[config.mk]
export PLATFORM = sky130hd
export DESIGN_NAME = sar_adc_conversion_control
export DESIGN_NICKNAME = d
export VERILOG_FILES = /design/src/hdl/adc_ctrl_pkg.sv /design/src/hdl/sar_div.sv /design/src/hdl/sar_adc_conversion_control.sv
export SDC_FILE = /design/constraint.sdc
export NUM_CORES = 1
export LEC_CHECK = 0
export BUFFER_PORTS_ARGS = -buffer_cell sky130_fd_sc_hd__clkbuf_2
export CAP_MARGIN = 10
export CELL_PAD_IN_SITES_DETAIL_PLACEMENT = 2
export CELL_PAD_IN_SITES_GLOBAL_PLACEMENT = 2
export CORE_ASPECT_RATIO = 0.7
export CORE_MARGIN = 1
export CORE_UTILIZATION = 33
export CTS_CLUSTER_SIZE = 8
export DETAILED_ROUTE_END_ITERATION = 16
export HOLD_SLACK_MARGIN = 0.1
export PLACE_DENSITY = 0.77
export SYNTH_ARGS = -nofsm -noshare
export SYNTH_HDL_FRONTEND = slang
export SYNTH_SLANG_ARGS = --single-unit
[constraint.sdc]
create_clock -name CLK_SYS -period 2.2 [get_ports CLK_SYS]
set_clock_uncertainty 0.15 [all_clocks]
set_input_delay 0.33 -clock CLK_SYS [delete_from_list [all_inputs] [get_ports CLK_SYS]]
set_output_delay 0.33 -clock CLK_SYS [all_outputs]
set_load 0.02 [all_outputs]
[src/hdl/adc_ctrl_pkg.sv]
// Package of register map, field positions and timing for the converter control
package adc_ctrl_pkg;
  localparam logic [3:0] OFS_CONTROL    = 4'h0;
  localparam logic [3:0] OFS_CONFIG     = 4'h4;
  localparam logic [3:0] OFS_CHANNEL    = 4'h8;
  localparam logic [3:0] OFS_PAIR       = 4'hc;
  localparam logic [3:0] OFS_RES_HIGH   = 4'h1;
  localparam int unsigned BIT_ENABLE    = 7;
  localparam int unsigned BIT_TRACK     = 6;
  localparam int unsigned BIT_DONE      = 5;
  localparam int unsigned BIT_BUSY      = 4;
  localparam int unsigned BIT_MODE_HI   = 3;
  localparam int unsigned BIT_MODE_LO   = 2;
  localparam int unsigned BIT_LJUST     = 0;
  localparam logic [7:0] RST_CONTROL    = 8'h00;
  localparam logic [7:0] RST_CONFIG     = 8'hf8;
  localparam logic [7:0] RST_CHANNEL    = 8'h00;
  localparam logic [7:0] RST_PAIR       = 8'h00;
  localparam logic [3:0] PAIR_MASK      = 4'hf;
  localparam logic [2:0] GAIN_UNITY     = 3'h0;
  localparam int unsigned TRACK_CLOCKS  = 3;
  localparam int unsigned SAR_CLOCKS    = 16;
  localparam int unsigned SYS_HZ        = 25000000;
  localparam int unsigned MAX_SPS       = 100000;
  localparam int unsigned MIN_CONV_CYC  = (SYS_HZ + MAX_SPS - 1) / MAX_SPS;
  localparam int unsigned RES_BITS      = 10;
  localparam int unsigned TEMP_CHANNEL  = 8;
  typedef enum logic [1:0] {
    START_SOFT = 2'h0, START_TMR3 = 2'h1, START_EXT = 2'h2, START_TMR2 = 2'h3
  } start_mode_t;
  typedef enum logic [3:0] {
    ST_IDLE  = 4'h1, ST_TRACK = 4'h2, ST_CONV = 4'h4, ST_HOLD = 4'h8
  } conv_state_t;
  typedef struct packed {
    logic       enable;
    logic       track_mode;
    logic       left_justify;
    logic [1:0] start_mode;
  } ctrl_bits_t;
endpackage

[src/hdl/sar_div.sv]
// Conversion clock enable divider
`timescale 1ns/1ps
module sar_div
  import adc_ctrl_pkg::*;
(
  input  wire logic       clk,
  input  wire logic       rst,
  input  wire logic       run,
  input  wire logic [4:0] divider,
  output logic            tick
);
  logic [5:0] cnt_q;
  logic [5:0] half;
  // Period is 2*(divider+1) system clocks
  assign half = {divider, 1'b1};
  always_ff @(posedge clk)
  begin
    if (rst || !run)
    begin
      cnt_q <= 6'h00;
      tick  <= 1'b0;
    end
    else if (cnt_q >= half)
    begin
      cnt_q <= 6'h00;
      tick  <= 1'b1;
    end
    else
    begin
      cnt_q <= cnt_q + 6'h01;
      tick  <= 1'b0;
    end
  end
endmodule // sar_div

[src/hdl/sar_adc_conversion_control.sv]
// Converter control with Avalon-MM register slave
// Summary of operation
// - Enable bit gates everything; else shutdown. Mux, pair and gain outputs still follow their registers while disabled.
// - Nine channels, ninth is temperature sensor.
// - Pairs single-ended or differential, changeable anytime.
// - Reset leaves all pairs single-ended.
// - Three-bit gain field, unity after reset.
// - Temperature channel routed through gain stage.
// - Conversion clock divides system clock.
// - Conversion rate never above 100 ksps.
// - Two-bit field picks one start source.
// - Busy reads one during whole conversion.
// - Conversion end clears busy and sets done flag.
// - Result justified left or right.
// - Default mode tracks continuously when idle.
// - Low-power mode tracks three conversion clocks.
// - External low-power: track low, convert rising.
//
// Added by the designer: the address map and the Avalon-MM register port.
`timescale 1ns/1ps
module sar_adc_conversion_control
  import adc_ctrl_pkg::*;
(
  input  wire logic        CLK_SYS,
  input  wire logic        SYS_RST,
  input  wire logic [3:0]  AVS_ADDRESS,
  input  wire logic        AVS_READ,
  input  wire logic        AVS_WRITE,
  input  wire logic [31:0] AVS_WRITEDATA,
  input  wire logic [3:0]  AVS_BYTEENABLE,
  output logic [31:0]      AVS_READDATA,
  output logic             AVS_WAITREQUEST,
  input  wire logic        TIMER3_OVF,
  input  wire logic        TIMER2_OVF,
  input  wire logic        EXT_START,
  input  wire logic        SAR_BIT,
  output logic             ANALOG_POWER,
  output logic             TRACK_EN,
  output logic             SAR_STEP,
  output logic [3:0]       MUX_SELECT,
  output logic [3:0]       PAIR_DIFF,
  output logic             MUX_DIFF,
  output logic [2:0]       GAIN_SELECT
);
  ctrl_bits_t  ctl_q;
  logic        done_q;
  logic        busy_q;
  logic [7:0]  cfg_q;
  logic [3:0]  chan_q;
  logic [3:0]  pair_q;
  logic [RES_BITS-1:0] res_q;
  logic [RES_BITS-1:0] sh_q;
  logic        diff_q;
  logic        take_q;
  logic        res_diff_q;
  logic        ext_q;
  logic [4:0]  cnt_q;
  logic [9:0]  rate_q;
  conv_state_t st_q;
  logic        tick;
  logic        ack_q;
  logic        wr;
  logic        rd;
  logic        start;
  logic        soft_start;
  logic        ext_rise;
  logic        sel_diff;
  logic [15:0] word;
  logic        finish;

  assign wr = AVS_WRITE && !ack_q;
  assign rd = AVS_READ && !ack_q;
  assign soft_start = wr && AVS_ADDRESS == OFS_CONTROL && AVS_BYTEENABLE[0]
                      && AVS_WRITEDATA[BIT_BUSY];
  assign ext_rise = EXT_START && !ext_q;
  // Selected channel differential when its pair bit is set
  assign sel_diff = !chan_q[3] && pair_q[chan_q[2:1]];

  always_comb
  begin
    unique case (start_mode_t'(ctl_q.start_mode))
      START_SOFT: start = soft_start;
      START_TMR3: start = TIMER3_OVF;
      START_EXT:  start = ext_rise;
      START_TMR2: start = TIMER2_OVF;
    endcase
  end

  sar_div u_div
  (
    .clk     (CLK_SYS),
    .rst     (SYS_RST),
    .run     (ctl_q.enable && st_q != ST_IDLE),
    .divider (cfg_q[7:3]),
    .tick    (tick)
  );

  always_ff @(posedge CLK_SYS)
  begin
    if (SYS_RST)
      ext_q <= 1'b0;
    else
      ext_q <= EXT_START;
  end

  // Rate guard: a new start is ignored until the minimum period passed
  always_ff @(posedge CLK_SYS)
  begin
    if (SYS_RST)
      rate_q <= 10'h000;
    else if (st_q == ST_IDLE && start && rate_q == 10'h000 && ctl_q.enable)
      rate_q <= 10'((MIN_CONV_CYC) - 1);
    else if (rate_q != 10'h000)
      rate_q <= rate_q - 10'h001;
  end

  assign finish = st_q == ST_CONV && tick && cnt_q == 5'(SAR_CLOCKS - 1);

  always_ff @(posedge CLK_SYS)
  begin
    if (SYS_RST || !ctl_q.enable)
    begin
      st_q   <= ST_IDLE;
      busy_q <= 1'b0;
      cnt_q  <= 5'h00;
    end
    else
    begin
      unique case (st_q)
        ST_IDLE:
          if (start && rate_q == 10'h000)
          begin
            busy_q <= 1'b1;
            cnt_q  <= 5'h00;
            if (ctl_q.track_mode && ctl_q.start_mode == START_EXT)
              st_q <= ST_CONV;
            else if (ctl_q.track_mode)
              st_q <= ST_TRACK;
            else
              st_q <= ST_CONV;
          end
        ST_TRACK:
          if (tick)
          begin
            if (cnt_q == 5'(TRACK_CLOCKS - 1))
            begin
              cnt_q <= 5'h00;
              st_q  <= ST_CONV;
            end
            else
              cnt_q <= cnt_q + 5'h01;
          end
        ST_CONV:
          if (tick)
          begin
            if (finish)
            begin
              busy_q <= 1'b0;
              st_q   <= ST_HOLD;
            end
            cnt_q <= cnt_q + 5'h01;
          end
        ST_HOLD:
          st_q <= ST_IDLE;
        default:
          st_q <= ST_IDLE;
      endcase
    end
  end

  // Successive bits from the comparator, MSB first
  // Decision is valid while SAR_STEP stands, one cycle after tick
  always_ff @(posedge CLK_SYS)
  begin
    if (SYS_RST)
    begin
      take_q     <= 1'b0;
      sh_q       <= '0;
      res_q      <= '0;
      diff_q     <= 1'b0;
      res_diff_q <= 1'b0;
    end
    else
    begin
      take_q <= st_q == ST_CONV && tick && cnt_q < 5'(RES_BITS);
      if (take_q)
        sh_q <= {sh_q[RES_BITS-2:0], SAR_BIT};
      if (st_q == ST_IDLE && start)
        diff_q <= sel_diff;
      if (st_q == ST_HOLD)
      begin
        // Comparator works offset binary; differential flips MSB
        res_q      <= {sh_q[RES_BITS-1] ^ diff_q, sh_q[RES_BITS-2:0]};
        res_diff_q <= diff_q;
      end
    end
  end

  always_ff @(posedge CLK_SYS)
  begin
    if (SYS_RST)
    begin
      ctl_q  <= ctrl_bits_t'(5'h00);
      cfg_q  <= RST_CONFIG;
      chan_q <= RST_CHANNEL[3:0];
      pair_q <= RST_PAIR[3:0];
    end
    else if (wr && AVS_BYTEENABLE[0])
    begin
      unique case (AVS_ADDRESS)
        OFS_CONTROL:
        begin
          ctl_q.enable       <= AVS_WRITEDATA[BIT_ENABLE];
          ctl_q.track_mode   <= AVS_WRITEDATA[BIT_TRACK];
          ctl_q.start_mode   <= AVS_WRITEDATA[BIT_MODE_HI:BIT_MODE_LO];
          ctl_q.left_justify <= AVS_WRITEDATA[BIT_LJUST];
        end
        OFS_CONFIG:  cfg_q  <= AVS_WRITEDATA[7:0];
        OFS_CHANNEL: chan_q <= AVS_WRITEDATA[3:0];
        OFS_PAIR:    pair_q <= AVS_WRITEDATA[3:0] & PAIR_MASK;
        default:     ;
      endcase
    end
  end

  // Completion flag; hardware set wins over software clear
  always_ff @(posedge CLK_SYS)
  begin
    if (SYS_RST)
      done_q <= 1'b0;
    else if (finish)
      done_q <= 1'b1;
    else if (wr && AVS_BYTEENABLE[0] && AVS_ADDRESS == OFS_CONTROL
             && !AVS_WRITEDATA[BIT_DONE])
      done_q <= 1'b0;
  end

  assign word = ctl_q.left_justify ? {res_q, 6'h00}
              : {{6{res_q[RES_BITS-1] & res_diff_q}}, res_q};

  // One wait state: answer registered at first edge, taken at second
  always_ff @(posedge CLK_SYS)
  begin
    if (SYS_RST)
    begin
      ack_q           <= 1'b0;
      AVS_WAITREQUEST <= 1'b1;
      AVS_READDATA    <= 32'h0000_0000;
    end
    else
    begin
      ack_q           <= (AVS_READ || AVS_WRITE) && !ack_q;
      AVS_WAITREQUEST <= !((AVS_READ || AVS_WRITE) && !ack_q);
      if (rd)
      begin
        unique case (AVS_ADDRESS)
          OFS_CONTROL:  AVS_READDATA <= {24'h0, ctl_q.enable, ctl_q.track_mode, done_q,
                                         busy_q, ctl_q.start_mode, 1'b0,
                                         ctl_q.left_justify};
          OFS_CONFIG:   AVS_READDATA <= {24'h0, cfg_q};
          OFS_CHANNEL:  AVS_READDATA <= {28'h0, chan_q};
          OFS_PAIR:     AVS_READDATA <= {28'h0, pair_q};
          OFS_RES_HIGH: AVS_READDATA <= {16'h0, word};
          default:      AVS_READDATA <= 32'h0000_0000;
        endcase
      end
    end
  end

  always_ff @(posedge CLK_SYS)
  begin
    if (SYS_RST)
    begin
      ANALOG_POWER <= 1'b0;
      TRACK_EN     <= 1'b0;
      SAR_STEP     <= 1'b0;
      MUX_SELECT   <= 4'h0;
      PAIR_DIFF    <= 4'h0;
      MUX_DIFF     <= 1'b0;
      GAIN_SELECT  <= GAIN_UNITY;
    end
    else
    begin
      ANALOG_POWER <= ctl_q.enable;
      // Ext low-power tracks only while the pin is low
      TRACK_EN     <= ctl_q.enable && (st_q == ST_TRACK ||
                      (st_q == ST_IDLE && (!ctl_q.track_mode ||
                      (ctl_q.start_mode == START_EXT && !EXT_START))));
      SAR_STEP     <= st_q == ST_CONV && tick;
      MUX_SELECT   <= chan_q[3] ? 4'(TEMP_CHANNEL) : chan_q;
      PAIR_DIFF    <= pair_q;
      MUX_DIFF     <= sel_diff;
      GAIN_SELECT  <= cfg_q[2:0];
    end
  end

  busy_flag_a: assert property (@(posedge CLK_SYS) disable iff (SYS_RST)
    $fell(busy_q) && $past(ctl_q.enable) |-> done_q) else $error("done not set");
  busy_state_a: assert property (@(posedge CLK_SYS) disable iff (SYS_RST)
    busy_q |-> (st_q == ST_TRACK || st_q == ST_CONV)) else $error("busy mismatch");
  shutdown_idle_a: assert property (@(posedge CLK_SYS) disable iff (SYS_RST)
    !ctl_q.enable |=> st_q == ST_IDLE) else $error("active while disabled");
  pair_upper_a: assert property (@(posedge CLK_SYS) disable iff (SYS_RST)
    !AVS_WAITREQUEST && $past(AVS_ADDRESS) == OFS_PAIR && $past(AVS_READ)
    |-> AVS_READDATA[31:4] == 28'h0) else $error("pair upper bits");
  track_len_a: assert property (@(posedge CLK_SYS) disable iff (SYS_RST)
    $rose(st_q == ST_TRACK) |-> st_q == ST_TRACK [*3]) else $error("track short");
  rate_guard_a: assert property (@(posedge CLK_SYS) disable iff (SYS_RST)
    $rose(busy_q) |-> rate_q != 10'h000) else $error("rate guard idle");
  gain_drive_a: assert property (@(posedge CLK_SYS) disable iff (SYS_RST)
    ##1 GAIN_SELECT == $past(cfg_q[2:0])) else $error("gain not driven");
  temp_route_a: assert property (@(posedge CLK_SYS) disable iff (SYS_RST)
    $past(chan_q[3]) |-> MUX_SELECT == 4'h8) else $error("temp route");
  power_follow_a: assert property (@(posedge CLK_SYS) disable iff (SYS_RST)
    ANALOG_POWER == $past(ctl_q.enable)) else $error("power state");
endmodule // sar_adc_conversion_control

==> results.tsv, run 1 <==
metric	value	unit
post-DR wirelength/cell	17.5	microns
DRC	0	
worst skew pair latency	0.36	ns
Setup TNS	0	ns
final net count	635	
syn_area_per_cell	8.99	sq um
DP Area	0.00509	sq mm
drt pass-1 iters	4	
clk slew on worst S/H paths	0.07	ns
VDD IR-drop max	0.000380	V
Slew HR	58.2	%
# diodes	0	
kind of critical path	flop to flop	
Multi-input gate area	0.00232	sq mm
CTS Sinks	106	
largest net degree at the start of global routing	52	
r2r setup slk	0.12	ns
commonest non-fill, non-tap cell in the layout	dfxtp_1	
post-route ant nets	0	
DRT Wirelength	13.4	mm
status	finished, final reports clean	
endpoints failing hold	0	
Placed Cells incl. Taps	745	
CP max FO	4	
# IOs	96	
maximum operating frequency	482	MHz
Via Count	3839	
# fillers	1502	
Hold Crit Class	input pin to flop	
CP required	2.32	ns
count of pins over their slew limit	0	
MaxCap Viol Count	0	
Worst Path Arrival	2.19	ns
Slew @ Worst Pin	0.626	ns
post-synthesis cell type count	55	
Async S/R FF share, synth	0	%
FF+latch count, synth	106	
most frequent cells in the layout	106 x dfxtp_1, 56 x nand2_1, 55 x nor2_1	
Die Area	0.0145	sq mm
GR Util All Layers	19.5	%
CTS max path bufs	2	
Mapped Cells	513	
number of global-route vias before repair	4069	
internal power	0.00313	W
clk root buf	clkbuf_16	
CP Capture Type	flop	
Post-Syn Area	0.00461	sq mm
port bufs	52	
Area Growth Syn to Fin	19.0	%
switch share	28.4	%
crit share post-route	94.3	%
die width	143	microns
minimum clock period	2.08	ns
cell area after layout	0.00548	sq mm
Reg area	0.00212	sq mm
Final Power	0.00437	W
total gr overflow	0	
initial antenna violation count	0	
Num CTS Buffers	9	
CTS tree	done	
logic gate share of total power	16.8	%
power density cells	796	mW/mm^2
DRT iter0 DRCs	161	
Final setup viols	0	
# rows	35	
Clk pwr share	35.5	%
final hold slack	0.104	ns
P_sw	0.00124	W
first-pass GRT wire length	21.5	mm
HPWL after DPL	9.65	mm
Ys Warns	0	
post-synthesis sequential area ratio	46.0	%
Post-synth EDFFs	0	
Vias per Instance	5.01	
gp weighted congestion	0.805	
most common flop cell mapped by yosys	dfxtp_1	
sequential share of power	47.6	%
P_leak	2.26	nW
Die H	101	microns
H-tree depth	3	
layout cell share with drive strength beyond 1	18.2	%
startpoint types	flop	
Starting Density	34.4	%
Core Region	0.0134	sq mm
final cell count without fillers	767	
metrics by stage:
stage / utilization (%) / setup slack [ns]
floorplan: - / 0.174
detailed placement: 38.0 / 0.0877
global placement: 38.0 / 0.158
global route: 40.9 / -0.00168
finish: 40.9 / 0.124
CTS: 40.6 / 0.0195
path summary, 6_finish.rpt:
check | from | end | cells after the start
worst max-delay path | rate_q[0] | cnt_q[3] | 8
worst min-delay path | EXT_START | ext_q | 2
worst max register to register | rate_q[0] | cnt_q[3] | 8
worst min register to register | AVS_READDATA[0] | AVS_READDATA[0] | 2
timing repair:
action                                  in CTS  in global routing
hold buffers                                 6                  0
gates resized for setup                      0                 10
endpoints found under the setup margin       0                 10
endpoints found under the hold margin        5                  0
setup buffers                                0                  1
layer usage:
layer | routed length [microns] | global-route usage [%] | vias up
met3 | 334 | 3.47 | 15
met5 | 0 | 0 | -
met2 | 6560 | 33.8 | 53
met1 | 6380 | 24.8 | 1897
li1 | - | - | 1874
met4 | 163 | 5.73 | 0
synth_stat cells (9+ instances only):
master      n  area (sq um)
a21oi_1    40           200
a22oi_1     9          67.6
buf_4      16           120
clkbuf_1   17          63.8
dfxtp_1   106          2120
ha_1       10           125
inv_1      13          48.8
mux2i_1    32           320
nand2_1    56           210
nand2b_1   11          68.8
nand3_1    13          65.1
nor2_1     55           206
nor2b_1    17           106
nor3_1     15          75.1
o21ai_0    13          65.1
kinds of logic after synthesis:
kind of cell | count (synthesis) | synth area share (%)
xor+xnor | 8 | 1.52
compound gates | 100 | 14.2
buf+inv | 52 | 5.65
other cells | 1 | 0.0814
flops | 106 | 46.0
mux | 36 | 8.25
fa+ha+maj | 10 | 2.71
simple gates | 200 | 21.5
worst max-delay path, stage by stage (launching register included):
cell      delay (ns)
dfxtp_1         0.34
inv_1           0.13
ha_4            0.18
nor4b_4         0.21
nand3b_1        0.21
a211oi_4        0.32
buf_6           0.16
o21ai_2         0.07
o31ai_1         0.22
power by group through the flow:
stage / logic (W) / clock network (W) / registers, W
final: 0.000735 / 0.00155 / 0.00208
after global routing: 0.000829 / 0.00165 / 0.00209
after CTS: 0.000712 / 0.00159 / 0.00208
after detailed placement: 0.000691 / 0 / 0.00212
after global placement: 0.000660 / 0 / 0.00211
after floorplan: 0.000507 / 0 / 0.00210
sequential cells by signal, summed over array words and instances, names as in the netlist, 3 cells and up:
name	count
pair_q	4
cnt_q	5
u_div.cnt_q	6
GAIN_SELECT	3
MUX_SELECT	4
res_q	10
PAIR_DIFF	4
AVS_READDATA	16
cfg_q	8
st_q	4
chan_q	4
rate_q	10
sh_q	10
ctl_q	5
layout make-up:
class / count / share of cell area [%]
multi-input combinational: 370 / 42.3
inverter: 13 / 0.890
tap: 185 / 4.22
clock buffer: 10 / 4.36
timing repair buffer: 77 / 8.74
sequential: 106 / 38.7
clock inverter: 6 / 0.776
(Power assumes the default switching activity.)
==> inputs of run 2 (changes only) <==
--- a/config.mk
+++ b/config.mk
@@ -7,15 +7,15 @@
 export LEC_CHECK = 0
 export BUFFER_PORTS_ARGS = -buffer_cell sky130_fd_sc_hd__clkbuf_2
 export CAP_MARGIN = 10
-export CELL_PAD_IN_SITES_DETAIL_PLACEMENT = 2
-export CELL_PAD_IN_SITES_GLOBAL_PLACEMENT = 2
+export CELL_PAD_IN_SITES_DETAIL_PLACEMENT = 0
+export CELL_PAD_IN_SITES_GLOBAL_PLACEMENT = 1
 export CORE_ASPECT_RATIO = 0.7
 export CORE_MARGIN = 1
-export CORE_UTILIZATION = 33
+export CORE_UTILIZATION = 44
 export CTS_CLUSTER_SIZE = 8
 export DETAILED_ROUTE_END_ITERATION = 16
 export HOLD_SLACK_MARGIN = 0.1
-export PLACE_DENSITY = 0.77
+export PLACE_DENSITY = 0.82
 export SYNTH_ARGS = -nofsm -noshare
 export SYNTH_HDL_FRONTEND = slang
 export SYNTH_SLANG_ARGS = --single-unit
==> constraint.sdc (replaced) <==
create_clock -name CLK_SYS -period 2.5 [get_ports CLK_SYS]
set_clock_uncertainty 0.15 [all_clocks]
set_input_delay 0.375 -clock CLK_SYS [delete_from_list [all_inputs] [get_ports CLK_SYS]]
set_output_delay 0.375 -clock CLK_SYS [all_outputs]
set_load 0.02 [all_outputs]
==> results.tsv, run 2 (synthesis results as in run 1) <==
metric	value	unit
status	finished, final reports clean	
Worst Path Buf+Inv	1	
power density cells	732	mW/mm^2
met2 wire len	4.36	mm
first-pass GRT wire length	16.6	mm
gp weighted congestion	0.864	
logic gate share of total power	15.1	%
Num CTS Buffers	9	
crit path cell chain	inv_1, ha_1, nor4b_4, nand3b_1, a211oi_4, a21oi_2, mux2_4	
DRT iter0 DRCs	313	
most frequent cells in the layout	106 x dfxtp_1, 56 x nand2_1, 55 x nor2_1	
r2r startpoint	rate_q[0]	
largest register by flop count	AVS_READDATA	
cell area after layout	0.00531	sq mm
critical path's slowest cell	a211oi_4	
maximum operating frequency	458	MHz
Area Growth Syn to Fin	15.1	%
CP Capture Type	flop	
final cell count without fillers	699	
Vias per Instance	5.26	
CP required	2.58	ns
count of pins over their slew limit	0	
Met1 Routed Length	5.06	mm
clk slew on worst S/H paths	0.07	ns
Hold Startpoint	AVS_WRITEDATA[6]	
largest net degree at the start of global routing	52	
layout cell share with drive strength beyond 1	16.6	%
port bufs	52	
CTS Sinks	106	
max layer used	met4	
Reg area	0.00212	sq mm
VDD IR-drop max	0.000365	V
DRT Wirelength	10.0	mm
Die H	87.6	microns
DRC	0	
CTS tree	done	
kind of critical path	flop to flop	
number of global-route vias before repair	3315	
Core Region	0.00995	sq mm
Multi-input gate area	0.00229	sq mm
crit share post-route	87.3	%
# rows	30	
MaxCap Viol Count	0	
Placed Cells incl. Taps	683	
final hold slack	0.111	ns
Worst Setup SP	rate_q[0]	
drt pass-1 iters	5	
Worst Path Arrival	2.26	ns
# diodes	0	
internal power	0.00289	W
H-tree depth	3	
post-DR wirelength/cell	14.3	microns
worst skew pair latency	0.34	ns
DP Area	0.00499	sq mm
Starting Density	46.3	%
switch share	25.5	%
max FFs per register	16	
post-CTS sizing	0	
initial antenna violation count	0	
P_sw	0.000992	W
Via Count	3674	
CP max FO	7	
# fillers	947	
startpoint types	flop	
GR Util All Layers	19.3	%
Setup TNS	0	ns
Final setup viols	0	
die width	124	microns
Die Area	0.0109	sq mm
cell family with most CP delay	compound AO/OA/AOI/OAI gates	
Slew HR	61.9	%
minimum clock period	2.18	ns
HPWL after DPL	7.35	mm
Hold Crit Class	input pin to flop	
sequential share of power	47.0	%
CTS max path bufs	2	
post-route ant nets	0	
clk root buf	clkbuf_16	
endpoints failing hold	0	
Slew @ Worst Pin	0.571	ns
total gr overflow	0	
# IOs	96	
RSZ-0062 raised after global routing	false	
Crit path largest cell delay	0.47	ns
Clk pwr share	37.8	%
commonest non-fill, non-tap cell in the layout	dfxtp_1	
metal3 WL	515	microns
P_leak	2.21	nW
final net count	625	
==> run 2: changes by cell type in the layout (fill, tap and decap cells not counted), moves of 2 or more <==
cell	before	now
dlygate4sd3_1	5	1
buf_4	17	14
buf_6	3	0
a21oi_1	38	40
a21oi_2	3	1
bufinv_16	0	2
clkinv_4	2	0
==> run 2: metal layers <==
metal / up-vias / global-route usage, %
met5: - / 0
met4: 0 / 3.94
met3: 10 / 5.86
met2: 96 / 30.4
met1: 1704 / 26.3
li1: 1864 / -
==> run 2: cell type report <==
| type | instances | share of cell area [%] |
|---|---|---|
| Clock inverter | 5 | 1.51 |
| Multi-Input combinational cell | 370 | 43.2 |
| Tap cell | 128 | 3.02 |
| Inverter | 13 | 0.920 |
| Sequential cell | 106 | 40.0 |
| Timing Repair Buffer | 67 | 7.08 |
| Clock buffer | 10 | 4.32 |
==> run 2: worst paths after layout <==
kind / end / slack, ns / cells past startpoint
min reg2reg: AVS_READDATA[3] / 0.31 / 2
max: cnt_q[4] / 0.32 / 7
min: cfg_q[6] / 0.11 / 2
max reg2reg: cnt_q[4] / 0.32 / 7
==> run 2: power groups by stage <==
stage / clock network (W) / logic (W) / registers (W)
detailed placement: 0 / 0.000584 / 0.00186
global placement: 0 / 0.000565 / 0.00186
global route: 0.00159 / 0.000650 / 0.00183
CTS: 0.00150 / 0.000587 / 0.00183
floorplan: 0 / 0.000446 / 0.00185
finish: 0.00147 / 0.000588 / 0.00183
==> run 2: per-stage QoR <==
stage / utilization (%) / worst slack [ns] / power [W]
floorplan: - / 0.474 / 0.00230
finish: 53.3 / 0.317 / 0.00389
CTS: 53.3 / 0.317 / 0.00392
global placement: 50.1 / 0.327 / 0.00242
global route: 53.3 / 0.122 / 0.00407
detailed placement: 50.1 / 0.287 / 0.00245
==> run 2: timing repair <==
item,4_1_cts,5_1_grt
hold buffers,1,0
endpoints found under the hold margin,1,0
setup buffers,0,0
==> inputs of run 3 (changes only) <==
--- a/config.mk
+++ b/config.mk
@@ -12,9 +12,11 @@
 export CORE_ASPECT_RATIO = 0.7
 export CORE_MARGIN = 1
 export CORE_UTILIZATION = 44
+export CTS_BUF_LIST = sky130_fd_sc_hd__clkbuf_8
 export CTS_CLUSTER_SIZE = 8
 export DETAILED_ROUTE_END_ITERATION = 16
 export HOLD_SLACK_MARGIN = 0.1
+export MAX_ROUTING_LAYER = met4
 export PLACE_DENSITY = 0.82
 export SYNTH_ARGS = -nofsm -noshare
 export SYNTH_HDL_FRONTEND = slang
==> results.tsv, run 3 (synthesis results as in run 1) <==
metric	value	unit
RSZ-0062 raised after global routing	false	
P_sw	0.000953	W
drt pass-1 iters	5	
switch share	26.9	%
Slew HR	62.5	%
endpoints failing hold	0	
logic gate share of total power	16.9	%
initial antenna violation count	0	
maximum operating frequency	436	MHz
gp weighted congestion	0.878	
most frequent cells in the layout	106 x dfxtp_1, 56 x nand2_1, 55 x nor2_1	
Starting Density	46.3	%
# diodes	0	
Via Count	3666	
Vias per Instance	5.19	
Area Growth Syn to Fin	14.6	%
Final setup viols	0	
r2r setup slk	0.31	ns
DP Area	0.00499	sq mm
largest net degree at the start of global routing	52	
number of global-route vias before repair	3340	
post-DR wirelength/cell	14.2	microns
Worst Path Arrival	2.41	ns
Reg area	0.00212	sq mm
CTS Sinks	106	
post-route ant nets	0	
largest register by flop count	AVS_READDATA	
power density cells	669	mW/mm^2
clk slew on worst S/H paths	0.09	ns
status	finished, final reports clean	
HPWL after DPL	7.35	mm
CP Capture Type	flop	
post-CTS setup buffer count	0	
DRC	0	
worst r2r dst	cnt_q[4]	
Num CTS Buffers	9	
total gr overflow	0	
Slew @ Worst Pin	0.562	ns
CTS tree	done	
first-pass GRT wire length	16.4	mm
worst r2r path cells	7	
# IOs	96	
count of pins over their slew limit	0	
sequential share of power	51.7	%
port bufs	52	
Die Area	0.0109	sq mm
r2r startpoint	rate_q[0]	
Clk pwr share	31.4	%
cell area after layout	0.00528	sq mm
clk root buf	clkbuf_8	
# fillers	955	
# rows	30	
H-tree depth	3	
GR Util All Layers	19.6	%
P_leak	2.20	nW
layout cell share with drive strength beyond 1	16.4	%
Die H	87.6	microns
worst skew pair latency	0.37	ns
MaxCap Viol Count	0	
final net count	633	
Hold Crit Class	input pin to flop	
Worst Setup SP	AVS_WRITEDATA[4]	
Multi-input gate area	0.00229	sq mm
CTS max path bufs	2	
crit share post-route	91.8	%
commonest non-fill, non-tap cell in the layout	dfxtp_1	
DRT Wirelength	10.0	mm
kind of critical path	input pin to flop	
Setup TNS	0	ns
internal power	0.00258	W
startpoint types	input pin	
max FFs per register	16	
die width	124	microns
CP required	2.61	ns
Core Region	0.00995	sq mm
DRT iter0 DRCs	244	
Worst Setup EP	cnt_q[4]	
CP max FO	7	
final hold slack	0.127	ns
minimum clock period	2.30	ns
VDD IR-drop max	0.000306	V
## run 3: changes by cell type in the layout (fill, tap and decap cells not counted), sizes merged
cell	delta
dlygate4sd3	+8
inv	+1
clkbuf	-1
## run 3: area by class of cell
class	instances	share of cell area [%]
clock buffers	9	2.34
clock inverters	6	1.59
inverters	13	0.924
multi-input cells	370	43.3
flip-flops and latches	106	40.2
well taps	128	3.03
repair buffers	75	8.62
## run 3: worst max-delay path, stage by stage
cell           delay [ns]
dlygate4sd3_1        0.52
clkbuf_2             0.13
nor3b_1              0.20
nand4_1              0.25
a211oi_4             0.53
a21oi_2              0.10
mux2_4               0.31
## run 3: how the worst min path moves through the flow
| stage | from | end | cells past startpoint |
|---|---|---|---|
| 2_1_floorplan | sh_q[0] | res_q[0] | 2 |
| 3_3_place_gp | AVS_READDATA[3] | AVS_READDATA[3] | 2 |
| 3_5_place_dp | AVS_READDATA[3] | AVS_READDATA[3] | 2 |
| 4_1_cts | SYS_RST | SAR_STEP | 2 |
| 5_1_grt | SYS_RST | SAR_STEP | 2 |
| 6_report | SYS_RST | SAR_STEP | 2 |
## run 3: power groups by stage
stage	clock, W	combinational (W)	sequential, W
global route	0.00122	0.000661	0.00183
global placement	0	0.000565	0.00186
CTS	0.00115	0.000597	0.00182
detailed placement	0	0.000584	0.00186
floorplan	0	0.000446	0.00185
finish	0.00111	0.000598	0.00183
## run 3: through the flow
| stage | utilization [%] | setup slack, ns | power [W] | instances |
|---|---|---|---|---|
| floorplan | - | 0.474 | 0.00230 | 528 |
| finish | 53.1 | 0.204 | 0.00354 | 707 |
| CTS | 53.1 | 0.194 | 0.00358 | 707 |
| global placement | 50.1 | 0.327 | 0.00242 | 683 |
| detailed placement | 50.1 | 0.287 | 0.00245 | 683 |
| global route | 53.1 | 0.0731 | 0.00371 | 707 |
## run 3: routing by layer
metal	vias up	GRT usage [%]	wire length, microns
met3	9	4.95	433
met1	1701	26.1	5120
met2	77	29.8	4390
li1	1879	-	-
met4	0	5.26	70
met5	-	-	0
## run 3: repair_timing
item,in CTS,in global routing
gates resized for setup,0,0
hold endpoints to repair,8,0
hold buffers,9,0
